===== src/include/wiper_cfg.svh =====
`ifndef WIPER_CFG_SVH
`define WIPER_CFG_SVH
`define WIPER_W 10
`define TAP_COUNT 1024
`define WIPER_MID 10'h200
`define OTP_LOC_W 6
`define OTP_LAST_LOC 6'h32
`define TOL_HI_LOC 6'h39
`define TOL_LO_LOC 6'h3A
`define TOL_SIGN_BIT 7
`define FRAME_BITS 5'h10
`define CMD_NOP 4'h0
`define CMD_WR_WIPER 4'h1
`define CMD_RD_WIPER 4'h2
`define CMD_STORE 4'h3
`define CMD_RD_OTP 4'h5
`define CMD_RD_CTRL 4'h8
`define CMD_WR_CTRL 4'h7
`define UNLOCK_BIT 1
`define TOL_HI_INIT 10'h00A
`define TOL_LO_INIT 10'h0B0
`endif


===== src/include/wiper_pkg.sv =====
package wiper_pkg;
  typedef enum logic [1:0] {
    PRESET_MID = 2'b00,
    PRESET_SCAN = 2'b01,
    PRESET_DONE = 2'b10
  } preset_state_t;
  typedef logic [9:0] word_t;
endpackage


===== src/logic/wiper_preset_tolerance_store.sv =====
`include "wiper_cfg.svh"
module wiper_preset_tolerance_store
  import wiper_pkg::*;
(
  input wire logic sys_clk_i,
  input wire logic rst_n_i,
  input wire logic sclk_i,
  input wire logic sync_n_i,
  input wire logic din_i,
  input wire logic [`OTP_LOC_W-1:0] otp_last_loc_i,
  input wire logic [`WIPER_W-1:0] otp_rd_data_i,
  output logic [`OTP_LOC_W-1:0] otp_rd_addr_o,
  output logic serial_data_out_o,
  output logic serial_data_out_oe_o,
  output logic [`WIPER_W-1:0] wiper_code_o,
  output logic [`TAP_COUNT-1:0] tap_sel_o,
  output logic preset_done_o
);
  // pin synchronisers
  logic [1:0] sclk_s_q, sync_s_q, din_s_q;
  logic sclk_d1_q;
  always_ff @(posedge sys_clk_i or negedge rst_n_i) begin
    if (!rst_n_i) begin
      sclk_s_q <= 2'h0;
      sync_s_q <= 2'h3;
      din_s_q <= 2'h0;
      sclk_d1_q <= 1'b0;
    end else begin
      sclk_s_q <= {sclk_s_q[0], sclk_i};
      sync_s_q <= {sync_s_q[0], sync_n_i};
      din_s_q <= {din_s_q[0], din_i};
      sclk_d1_q <= sclk_s_q[1];
    end
  end
  wire sclk_fall = sclk_d1_q & ~sclk_s_q[1];
  wire sclk_rise = ~sclk_d1_q & sclk_s_q[1];
  wire sync_n = sync_s_q[1];
  wire frame_end;

  // factory tolerance words, constants only
  localparam word_t TOL_HI = `TOL_HI_INIT;
  localparam word_t TOL_LO = `TOL_LO_INIT;
  function automatic word_t tol_word(input logic [`OTP_LOC_W-1:0] a);
    if (a == `TOL_HI_LOC) tol_word = {2'h0, TOL_HI[7:0]};
    else tol_word = {2'h0, TOL_LO[7:0]};
  endfunction

  // power-on preset
  preset_state_t st_q, st_d;
  logic [`WIPER_W-1:0] wiper_q, wiper_d;
  logic unlock_q;
  logic [15:0] shin_q;
  logic [4:0] cnt_q;
  // decode includes the bit arriving on the closing edge
  wire [15:0] shin_nx = {shin_q[14:0], din_s_q[1]};
  wire [3:0] cmd = shin_nx[13:10];
  wire [9:0] dat = shin_nx[9:0];
  wire unlock_bit = dat[`UNLOCK_BIT];
  wire [`OTP_LOC_W-1:0] dat_loc = dat[`OTP_LOC_W-1:0];
  wire loaded = (otp_last_loc_i != '0) && (otp_last_loc_i <= `OTP_LAST_LOC);
  always_comb begin
    st_d = st_q;
    case (st_q)
      PRESET_MID: st_d = loaded ? PRESET_SCAN : PRESET_DONE;
      PRESET_SCAN: st_d = PRESET_DONE;
      default: st_d = PRESET_DONE;
    endcase
  end
  wire wr_ok = frame_end && cmd == `CMD_WR_WIPER && unlock_q;
  always_comb begin
    wiper_d = wiper_q;
    if (st_q == PRESET_SCAN) wiper_d = otp_rd_data_i;
    else if (st_q == PRESET_DONE && wr_ok) wiper_d = dat;
  end

  // serial frame capture
  assign frame_end = sclk_fall && cnt_q == `FRAME_BITS - 5'h1 && !sync_n;
  logic [`OTP_LOC_W-1:0] rd_loc_q;
  logic [15:0] shout_q;
  logic oe_q;
  logic sdo_q;
  wire shout_msb = shout_q[15];
  word_t rd_word;
  wire is_tol = rd_loc_q == `TOL_HI_LOC || rd_loc_q == `TOL_LO_LOC;
  assign rd_word = is_tol ? tol_word(rd_loc_q) : otp_rd_data_i;
  always_ff @(posedge sys_clk_i or negedge rst_n_i) begin
    if (!rst_n_i) begin
      st_q <= PRESET_MID;
      wiper_q <= `WIPER_MID;
      unlock_q <= 1'b0;
      shin_q <= 16'h0000;
      cnt_q <= 5'h00;
      rd_loc_q <= '0;
      shout_q <= 16'h0000;
      oe_q <= 1'b0;
      sdo_q <= 1'b1;
    end else begin
      st_q <= st_d;
      wiper_q <= wiper_d;
      if (sync_n) cnt_q <= 5'h00;
      else if (sclk_fall) begin
        shin_q <= shin_nx;
        cnt_q <= frame_end ? 5'h00 : cnt_q + 5'h01;
      end
      // each rising edge presents the next bit, msb first
      if (sclk_rise && !sync_n) begin
        sdo_q <= shout_msb;
        shout_q <= {shout_q[14:0], 1'b0};
      end else if (sync_n) sdo_q <= 1'b1;
      if (frame_end) begin
        if (cmd == `CMD_RD_OTP) begin
          rd_loc_q <= dat_loc;
          oe_q <= 1'b1;
        end else oe_q <= 1'b0;
        if (cmd == `CMD_WR_CTRL) unlock_q <= unlock_bit;
      end else if (oe_q && sync_n) begin
        shout_q <= {6'h00, rd_word};
      end
    end
  end
  // read address is otp_last_loc_i until preset done, then rd_loc_q
  assign otp_rd_addr_o = (st_q == PRESET_DONE) ? rd_loc_q : otp_last_loc_i;
  assign serial_data_out_o = sdo_q;
  assign serial_data_out_oe_o = oe_q & ~sdo_q;
  assign wiper_code_o = wiper_q;
  assign preset_done_o = st_q == PRESET_DONE;

  tap_decoder u_dec (
    .sys_clk_i(sys_clk_i),
    .rst_n_i(rst_n_i),
    .code_i(wiper_q),
    .tap_sel_o(tap_sel_o)
  );

  // preset sequence
  property p_midreset;
    @(posedge sys_clk_i) disable iff (!rst_n_i)
    st_q == PRESET_MID && !loaded |=> wiper_q == `WIPER_MID;
  endproperty
  a_midreset: assert property (p_midreset)
    else $error("midscale lost");

  property p_blank;
    @(posedge sys_clk_i) disable iff (!rst_n_i)
    rst_n_i && st_q == PRESET_MID && !loaded |=> st_q == PRESET_DONE;
  endproperty
  a_blank: assert property (p_blank)
    else $error("blank preset not done");

  property p_load;
    @(posedge sys_clk_i) disable iff (!rst_n_i)
    st_q == PRESET_SCAN |=> wiper_q == $past(otp_rd_data_i);
  endproperty
  a_load: assert property (p_load)
    else $error("preset load wrong");

  property p_scan_addr;
    @(posedge sys_clk_i) disable iff (!rst_n_i)
    st_q != PRESET_DONE |-> otp_rd_addr_o == otp_last_loc_i;
  endproperty
  a_scan_addr: assert property (p_scan_addr)
    else $error("preset reads wrong location");

  // a loaded store passes through PRESET_SCAN, so allow up to two cycles
  property p_done;
    @(posedge sys_clk_i) disable iff (!rst_n_i)
    rst_n_i && st_q == PRESET_MID |-> ##[1:2] st_q == PRESET_DONE;
  endproperty
  a_done: assert property (p_done)
    else $error("preset stuck");

  // wiper write protection
  property p_lock;
    @(posedge sys_clk_i) disable iff (!rst_n_i)
    st_q == PRESET_DONE && !unlock_q |=> $stable(wiper_q);
  endproperty
  a_lock: assert property (p_lock)
    else $error("locked wiper moved");

  property p_wr;
    @(posedge sys_clk_i) disable iff (!rst_n_i)
    wr_ok && st_q == PRESET_DONE |=> wiper_q == $past(dat);
  endproperty
  a_wr: assert property (p_wr)
    else $error("unlocked write lost");

  property p_unlock;
    @(posedge sys_clk_i) disable iff (!rst_n_i)
    frame_end && cmd == `CMD_WR_CTRL |=> unlock_q == $past(unlock_bit);
  endproperty
  a_unlock: assert property (p_unlock)
    else $error("unlock bit not taken");

  // tolerance words
  property p_tolhi;
    @(posedge sys_clk_i) disable iff (!rst_n_i)
    rd_loc_q == `TOL_HI_LOC |-> rd_word[9:8] == 2'h0
    && rd_word[`TOL_SIGN_BIT] == TOL_HI[7];
  endproperty
  a_tolhi: assert property (p_tolhi)
    else $error("tol hi wrong");

  property p_tolint;
    @(posedge sys_clk_i) disable iff (!rst_n_i)
    rd_loc_q == `TOL_HI_LOC |-> rd_word[6:0] == TOL_HI[6:0];
  endproperty
  a_tolint: assert property (p_tolint)
    else $error("tol int wrong");

  property p_tollo;
    @(posedge sys_clk_i) disable iff (!rst_n_i)
    rd_loc_q == `TOL_LO_LOC |-> rd_word == {2'h0, TOL_LO[7:0]};
  endproperty
  a_tollo: assert property (p_tollo)
    else $error("tol frac wrong");

  // readback path
  property p_out;
    @(posedge sys_clk_i) disable iff (!rst_n_i)
    frame_end && cmd == `CMD_RD_OTP |=> oe_q;
  endproperty
  a_out: assert property (p_out)
    else $error("readback not armed");

  property p_oe_off;
    @(posedge sys_clk_i) disable iff (!rst_n_i)
    frame_end && cmd != `CMD_RD_OTP |=> !oe_q;
  endproperty
  a_oe_off: assert property (p_oe_off)
    else $error("readback left armed");

  property p_rd_loc;
    @(posedge sys_clk_i) disable iff (!rst_n_i)
    frame_end && cmd == `CMD_RD_OTP |=> rd_loc_q == $past(dat_loc);
  endproperty
  a_rd_loc: assert property (p_rd_loc)
    else $error("read location not taken");

  property p_load_word;
    @(posedge sys_clk_i) disable iff (!rst_n_i)
    oe_q && sync_n |=> shout_q == {6'h00, $past(rd_word)};
  endproperty
  a_load_word: assert property (p_load_word)
    else $error("readback word not loaded");

  property p_shift;
    @(posedge sys_clk_i) disable iff (!rst_n_i)
    sclk_rise && !sync_n |=> serial_data_out_o == $past(shout_msb);
  endproperty
  a_shift: assert property (p_shift)
    else $error("serial out bit wrong");

  c_load: cover property (@(posedge sys_clk_i) st_q == PRESET_SCAN);
  c_wr: cover property (@(posedge sys_clk_i) wr_ok);
  c_rd: cover property (@(posedge sys_clk_i) frame_end && is_tol);
endmodule


===== src/logic/tap_decoder.sv =====
`include "wiper_cfg.svh"
module tap_decoder
  import wiper_pkg::*;
(
  input wire logic sys_clk_i,
  input wire logic rst_n_i,
  input wire logic [`WIPER_W-1:0] code_i,
  output logic [`TAP_COUNT-1:0] tap_sel_o
);
  logic [`TAP_COUNT-1:0] tap_d;
  logic [`TAP_COUNT-1:0] tap_q;
  wire [`TAP_COUNT-1:0] tap_one = {{(`TAP_COUNT-1){1'b0}}, 1'b1};
  assign tap_d = {{(`TAP_COUNT-1){1'b0}}, 1'b1} << code_i;
  always_ff @(posedge sys_clk_i or negedge rst_n_i) begin
    if (!rst_n_i) tap_q <= '0;
    else tap_q <= tap_d;
  end
  assign tap_sel_o = tap_q;
  // first sample after release still sees the reset value
  property p_onehot;
    @(posedge sys_clk_i) disable iff (!rst_n_i)
    rst_n_i |=> $onehot(tap_q);
  endproperty
  a_onehot: assert property (p_onehot)
    else $error("tap not one-hot");
  property p_tap_match;
    @(posedge sys_clk_i) disable iff (!rst_n_i)
    rst_n_i |=> tap_q == (tap_one << $past(code_i));
  endproperty
  a_tap_match: assert property (p_tap_match)
    else $error("tap does not follow code");
endmodule


===== config.mk =====
export PLATFORM = sky130hd
export DESIGN_NAME = wiper_preset_tolerance_store
export DESIGN_NICKNAME = d
export VERILOG_FILES = /design/src/include/wiper_pkg.sv /design/src/logic/wiper_preset_tolerance_store.sv /design/src/logic/tap_decoder.sv
export VERILOG_INCLUDE_DIRS = /design/src /design/src/include
export SDC_FILE = /design/constraint.sdc
export NUM_CORES = 1
export LEC_CHECK = 0
export BUFFER_PORTS_ARGS = -buffer_cell sky130_fd_sc_hd__buf_4
export CAP_MARGIN = 5
export CORE_AREA = 8 8 410 412
export DETAILED_ROUTE_END_ITERATION = 7
export DIE_AREA = 0 0 418 420
export GPL_ROUTABILITY_DRIVEN = 0
export SLEW_MARGIN = 20
export SYNTH_ARGS = -nofsm -noshare
export SYNTH_HDL_FRONTEND = slang
export SYNTH_SLANG_ARGS = --single-unit

===== constraint.sdc =====
create_clock -name sys_clk_i -period 2.4 [get_ports sys_clk_i]
set_input_delay 0.24 -clock sys_clk_i [delete_from_list [all_inputs] [get_ports sys_clk_i]]
set_output_delay 0.24 -clock sys_clk_i [all_outputs]
set_load 0.005 [all_outputs]

After elaboration in Yosys (flattened, before gate mapping)
Index checks and enable logic that the tools add are counted.
- ROM bits: 0
- memories kept: 0
- logic and storage cells: 66
- latch bits: 0
- memory bits (writable): 0
- bits in registers: 1086
- muxes and demuxes: 16
- divide/modulo/power cells: 0
- order comparisons: 1
- bitwise gates (word level): 7
- multiply operators: 0
- equality and inequality tests: 8
- add/subtract/negate cells: 1
- shift operators: 1
- reduce and logical (&&, ||, !) cells: 18
- operators with widths (kind ; number):
    << shifter 1 x 10 -> 1024 bit, first input constant ; 1
    two-way mux 16 bit ; 3
    two-way mux 10 bit ; 3
    two-way mux 5 bit ; 3
    equality test 6 bit, second input constant ; 2
    equality test 4 x 3 -> 1 bit, second input constant ; 2
    logical AND 1 bit ; 8
    two-way mux 8 bit ; 1
    less-or-equal comparator 6 bit, second input constant ; 1
    two-way mux 6 bit ; 1
    AND reduction 2 bit ; 3
    nonzero test 2 bit ; 3
    nonzero test 6 bit ; 1
    adder 5 x 1 -> 5 bit, second input constant ; 1
    equality test 5 x 4 -> 1 bit, second input constant ; 1
    equality test 4 x 1 -> 1 bit, second input constant ; 1
    two-way mux 2 bit ; 2
    inverter 1 bit ; 4
    bitwise AND 1 bit ; 3
    two-way mux 1 bit ; 3
    equality test 2 x 1 -> 1 bit, second input constant ; 1
    equality test 2 bit, second input constant ; 1
    zero test 2 bit ; 1
    zero test 1 bit ; 1
    logical OR 1 bit ; 1

Depth between registers and ports, before layout
- depth after elaboration: 9
- mapped depth: 9
- depth with buffers taken out: 7

Hierarchy
Synthesis repeated with hierarchy kept, for this count alone.
- cells, all modules: 2799
- area total of the unflattened synthesis: 36563.8 sq um
- by module, submodules not included (module ; area each (sq um) ; times used ; cells an instance ; seq. area each (sq um)):
    tap_decoder ; 33462.1 ; 1 ; 2512 ; 25624.6
    wiper_preset_tolerance_store ; 3101.7 ; 1 ; 287 ; 1556.5

Worst setup path after synthesis
No wires, ideal clock.
- path kind: register to register
- from: reg cnt_q[0]
- to: reg rd_loc_q[0]
- data arrival time: 1.908 ns
- setup slack: 0.367 ns
- buffers on the path: 2
- cell stages (with the launch flop): 9
- library setup time: 0.125 ns
- path through: dfrtp_1 -> ha_1 -> and3_1 -> ha_1 -> clkbuf_1 -> and3b_1 -> and4b_1 -> buf_2 -> mux2_2
- cells in the longest elaborated chain, start to end: 4
- RTL lines (element ; line ; source):
    start: declaration ; wiper_preset_tolerance_store.sv:53 ; logic [4:0] cnt_q;
    start signal: assignment ; wiper_preset_tolerance_store.sv:103 ; cnt_q <= frame_end ? 5'h00 : cnt_q + 5'h01;
    equality test 5 x 4 -> 1 bit ; wiper_preset_tolerance_store.sv:77 ; assign frame_end = sclk_fall && cnt_q == `FRAME_BITS - 5'h1 && !sync_n;
    logical AND 1 bit (2 in a row) ; wiper_preset_tolerance_store.sv:77 ;
    AND reduction 2 bit (no source line) ; -- ;
    end signal: assignment ; wiper_preset_tolerance_store.sv:112 ; rd_loc_q <= dat_loc;
    end: declaration ; wiper_preset_tolerance_store.sv:78 ; logic [`OTP_LOC_W-1:0] rd_loc_q;
Every way passes these cells.
A chain may end at the register's enable or synchronous reset.

Worst setup path after layout
- from: reg st_q[0]
- to: out otp_rd_addr_o[5]
- cells in the longest elaborated chain, start to end: 2
- RTL lines (element ; line ; source):
    start: declaration ; wiper_preset_tolerance_store.sv:49 ; preset_state_t st_q, st_d;
    start signal: assignment ; wiper_preset_tolerance_store.sv:98 ; st_q <= st_d;
    equality test 2 bit ; wiper_preset_tolerance_store.sv:122 ; assign otp_rd_addr_o = (st_q == PRESET_DONE) ? rd_loc_q : otp_last_loc_i;
    two-way mux 6 bit ; wiper_preset_tolerance_store.sv:122 ;
    end: declaration ; wiper_preset_tolerance_store.sv:12 ; output logic [`OTP_LOC_W-1:0] otp_rd_addr_o,
Every way passes these cells.

==> qor.csv <==
metric;value;unit
outcome;finished, final reports clean;
initial drt markers;1568;
WL per Instance;24.4;um
RSZ-0062 raised after global routing;false;
Seq/Total Area, Yosys;0.814;
peak supply drop;0.625;mV
routed vias;24100;
XOR/XNOR Fraction of Synth Area;0.000262;
reg-to-reg slack, setup;210;ps
share of layout cells above drive strength 1;0.382;
Req. time, crit path;2160;ps
crit path time final;2200;ps
Post-CTS Setup Bufs;0;
most frequent cells in the layout;buf_4 (1206), dfrtp_1 (1082), nor2_1 (1054);
Adder-Cell Fraction of Synth Area;0.000749;
mux contribution to synthesized area;0.0134;
worst r2r src;cnt_q[0];
Die W;418;um
Synth area leaders;dfrtp_1 (81%), nor2_1 (12%), clkbuf_1 (2.1%);
Yosys warning count;0;
largest net degree at the start of global routing;81;
Max Cap Viol;0;
CP Max Fanout;7;
Worst R2R Path Depth;8;
Routed Wire Length;148000;um
Initial Util;0.207;
Place WS;-112;ps
DR pass1 iterations;5;
area delta synth->final;47.8;%
Hold Slack;130;ps
Mapped Area;33400;um2
final hold vios;0;
CP Data Arrival Time;1960;ps
largest family of logic cells by synthesized area;simple AND/OR/NAND/NOR gates;
Root Buffer;clkbuf_16;
syn nets;2614;
Final Skew;49.2;ps
non-filler cells, final;6049;
vias per inst;3.99;
Post-Synthesis Cells;2591;
Sinks on Clock Net;1086;
Leak;25.0;nW
TritonCTS Buffers;110;
final setup fails;0;
Post-Synth Simple-Gate Area;0.142;
Final #Nets;3801;
full die area;176000;um2
Worst-path clk slew;60;ps
fin worst setup slack;198;ps
FMAX;0.454;GHz
CTS tree;done;
Total Negative Setup Slacks;0;ps
CP Capture Type;primary output;
die height;420;um
unique cell type count in the Yosys netlist;37;
number of port buffers;1063;
Crit. Startpoint;st_q[0];
H-tree lvl count;3;
initial antenna violation count;8;
Detail Route Antenna Nets;0;
Slew @ Worst Pin;823;ps
Clock Path Buffers;3;
HPWL after DPL;103000;um
Std-Cell Rows;148;
Core ar.;162000;um2
Critical Path Sink;otp_rd_addr_o[5];
Remaining Overflow, GRT;0;
Synth Area in Compound Gates;0.00820;
commonest non-fill, non-tap cell in the layout;buf_4;
Max-slew headroom;0.451;
hold crit path type;in -> async;
Yosys top cell area share;0.810;
Crit Path Category;reg -> out;
Worst R2R End;wiper_code_o[7];
Tot GR Track Use;0.159;
Worst-Skew Late Latency;750;ps
syn_area_per_cell;12.9;um2
Tcrit/Tclk final;0.918;
first-pass GRT wire length;199000;um
# DRC;0;
#FFs+latches synth;1086;
type of origin of the critical path;flip-flop;
Placed Cells;5822;
Power Density;780;nW/um2
Slew Viols, Final;0;
io pins;1064;
fill count;16400;
dominant cell type by area after synthesis;dfrtp_1;
vias in the first global route;25500;
Total Power;0.0385;W
[power by group]
part / internal, W / switching (W) / total (W)
Combinational: 0.000627 / 0.00172 / 0.00235
Sequential: 0.0185 / 0.000180 / 0.0187
Clock: 0.00996 / 0.00752 / 0.0175
[worst min-delay path by stage]
stage | startpoint | to
5_1_grt | rst_n_i | u_dec.tap_sel_o[991]
3_3_place_gp | rst_n_i | u_dec.tap_sel_o[991]
2_1_floorplan | rst_n_i | cnt_q[0]
3_5_place_dp | rst_n_i | u_dec.tap_sel_o[989]
6_report | rst_n_i | u_dec.tap_sel_o[989]
4_1_cts | otp_last_loc_i[4] | st_q[0]
[Yosys cell counts, drive strengths merged]
master,count
dfrtp,1082
clkbuf,185
and3b,1
nand4b,2
a21oi,29
and4,1
or4,1
buf,7
o2bb2ai,3
nor2b,10
nand3,13
nor4,2
nor2,1056
a211oi,1
and4b,2
nand2,97
nor3,14
xor2,1
or4b,1
nor3b,2
o22ai,5
dfstp,4
o21ai,7
a211o,1
mux2,31
inv,2
mux2i,10
a21o,1
ha,2
nand2b,9
and3,1
nor4b,1
a31oi,2
and2,4
nand4,1
[worst max-delay path, cell delays in order (launching register included)]
cell,delay (ps)
dfrtp_1,420
nand2b_1,310
mux2_2,380
buf_4,130
[cells by family (layout without fill, tap and decap cells)]
group | after synthesis | count (layout)
AOI/OAI and AO/OA | 49 | 49
DFF | 1086 | 1086
other | 0 | 4
buffers and inverters | 194 | 1473
and+or+nand+nor | 1218 | 1218
adders and majority gates | 2 | 2
muxes | 41 | 41
xor gates and xnor gates | 1 | 1
[timing repair]
item | in CTS | in global routing
endpoints found under the setup margin | 1 | 0
hold buffers | 19 | 0
gates resized for setup | 2 | 0
hold endpoints to repair | 46 | 0
[layout make-up]
class,count,area (um2),area share
Clock buffer,160,3110,0.0630
Sequential cell,1086,27200,0.550
Inverter,2,7.51,0.000152
Timing Repair Buffer,1267,10100,0.204
Clock inverter,44,597,0.0121
Tap cell,2175,2720,0.0551
Multi-Input combinational cell,1311,5670,0.115
Antenna cell,4,10.0,0.000203
[metal layers]
metal,global-route usage,share of wire,vias to the layer above
met3,0.0450,0.070,277
met5,0,0.000081,-
met2,0.282,0.52,997
li1,-,-,10300
met1,0.182,0.37,12600
met4,0.0626,0.040,2
[stage by stage]
step,instance area [um2],utilization
CTS,49400,0.305
global placement,45500,0.281
finish,49400,0.305
detailed placement,45500,0.281
global route,49400,0.305
floorplan,33400,-
[sequential cells by signal, summed over array words and instances (netlist names)]
register	flops
serial_data_out_o	1
st_q	2
shout_q	16
sync_s_q	2
unlock_q	1
u_dec.tap_sel_o	1024
sclk_d1_q	1
din_s_q	2
cnt_q	5
sclk_s_q	2
rd_loc_q	6
oe_q	1
wiper_code_o	10
shin_q	13
Note: power is estimated with default switching activity, not from simulation.
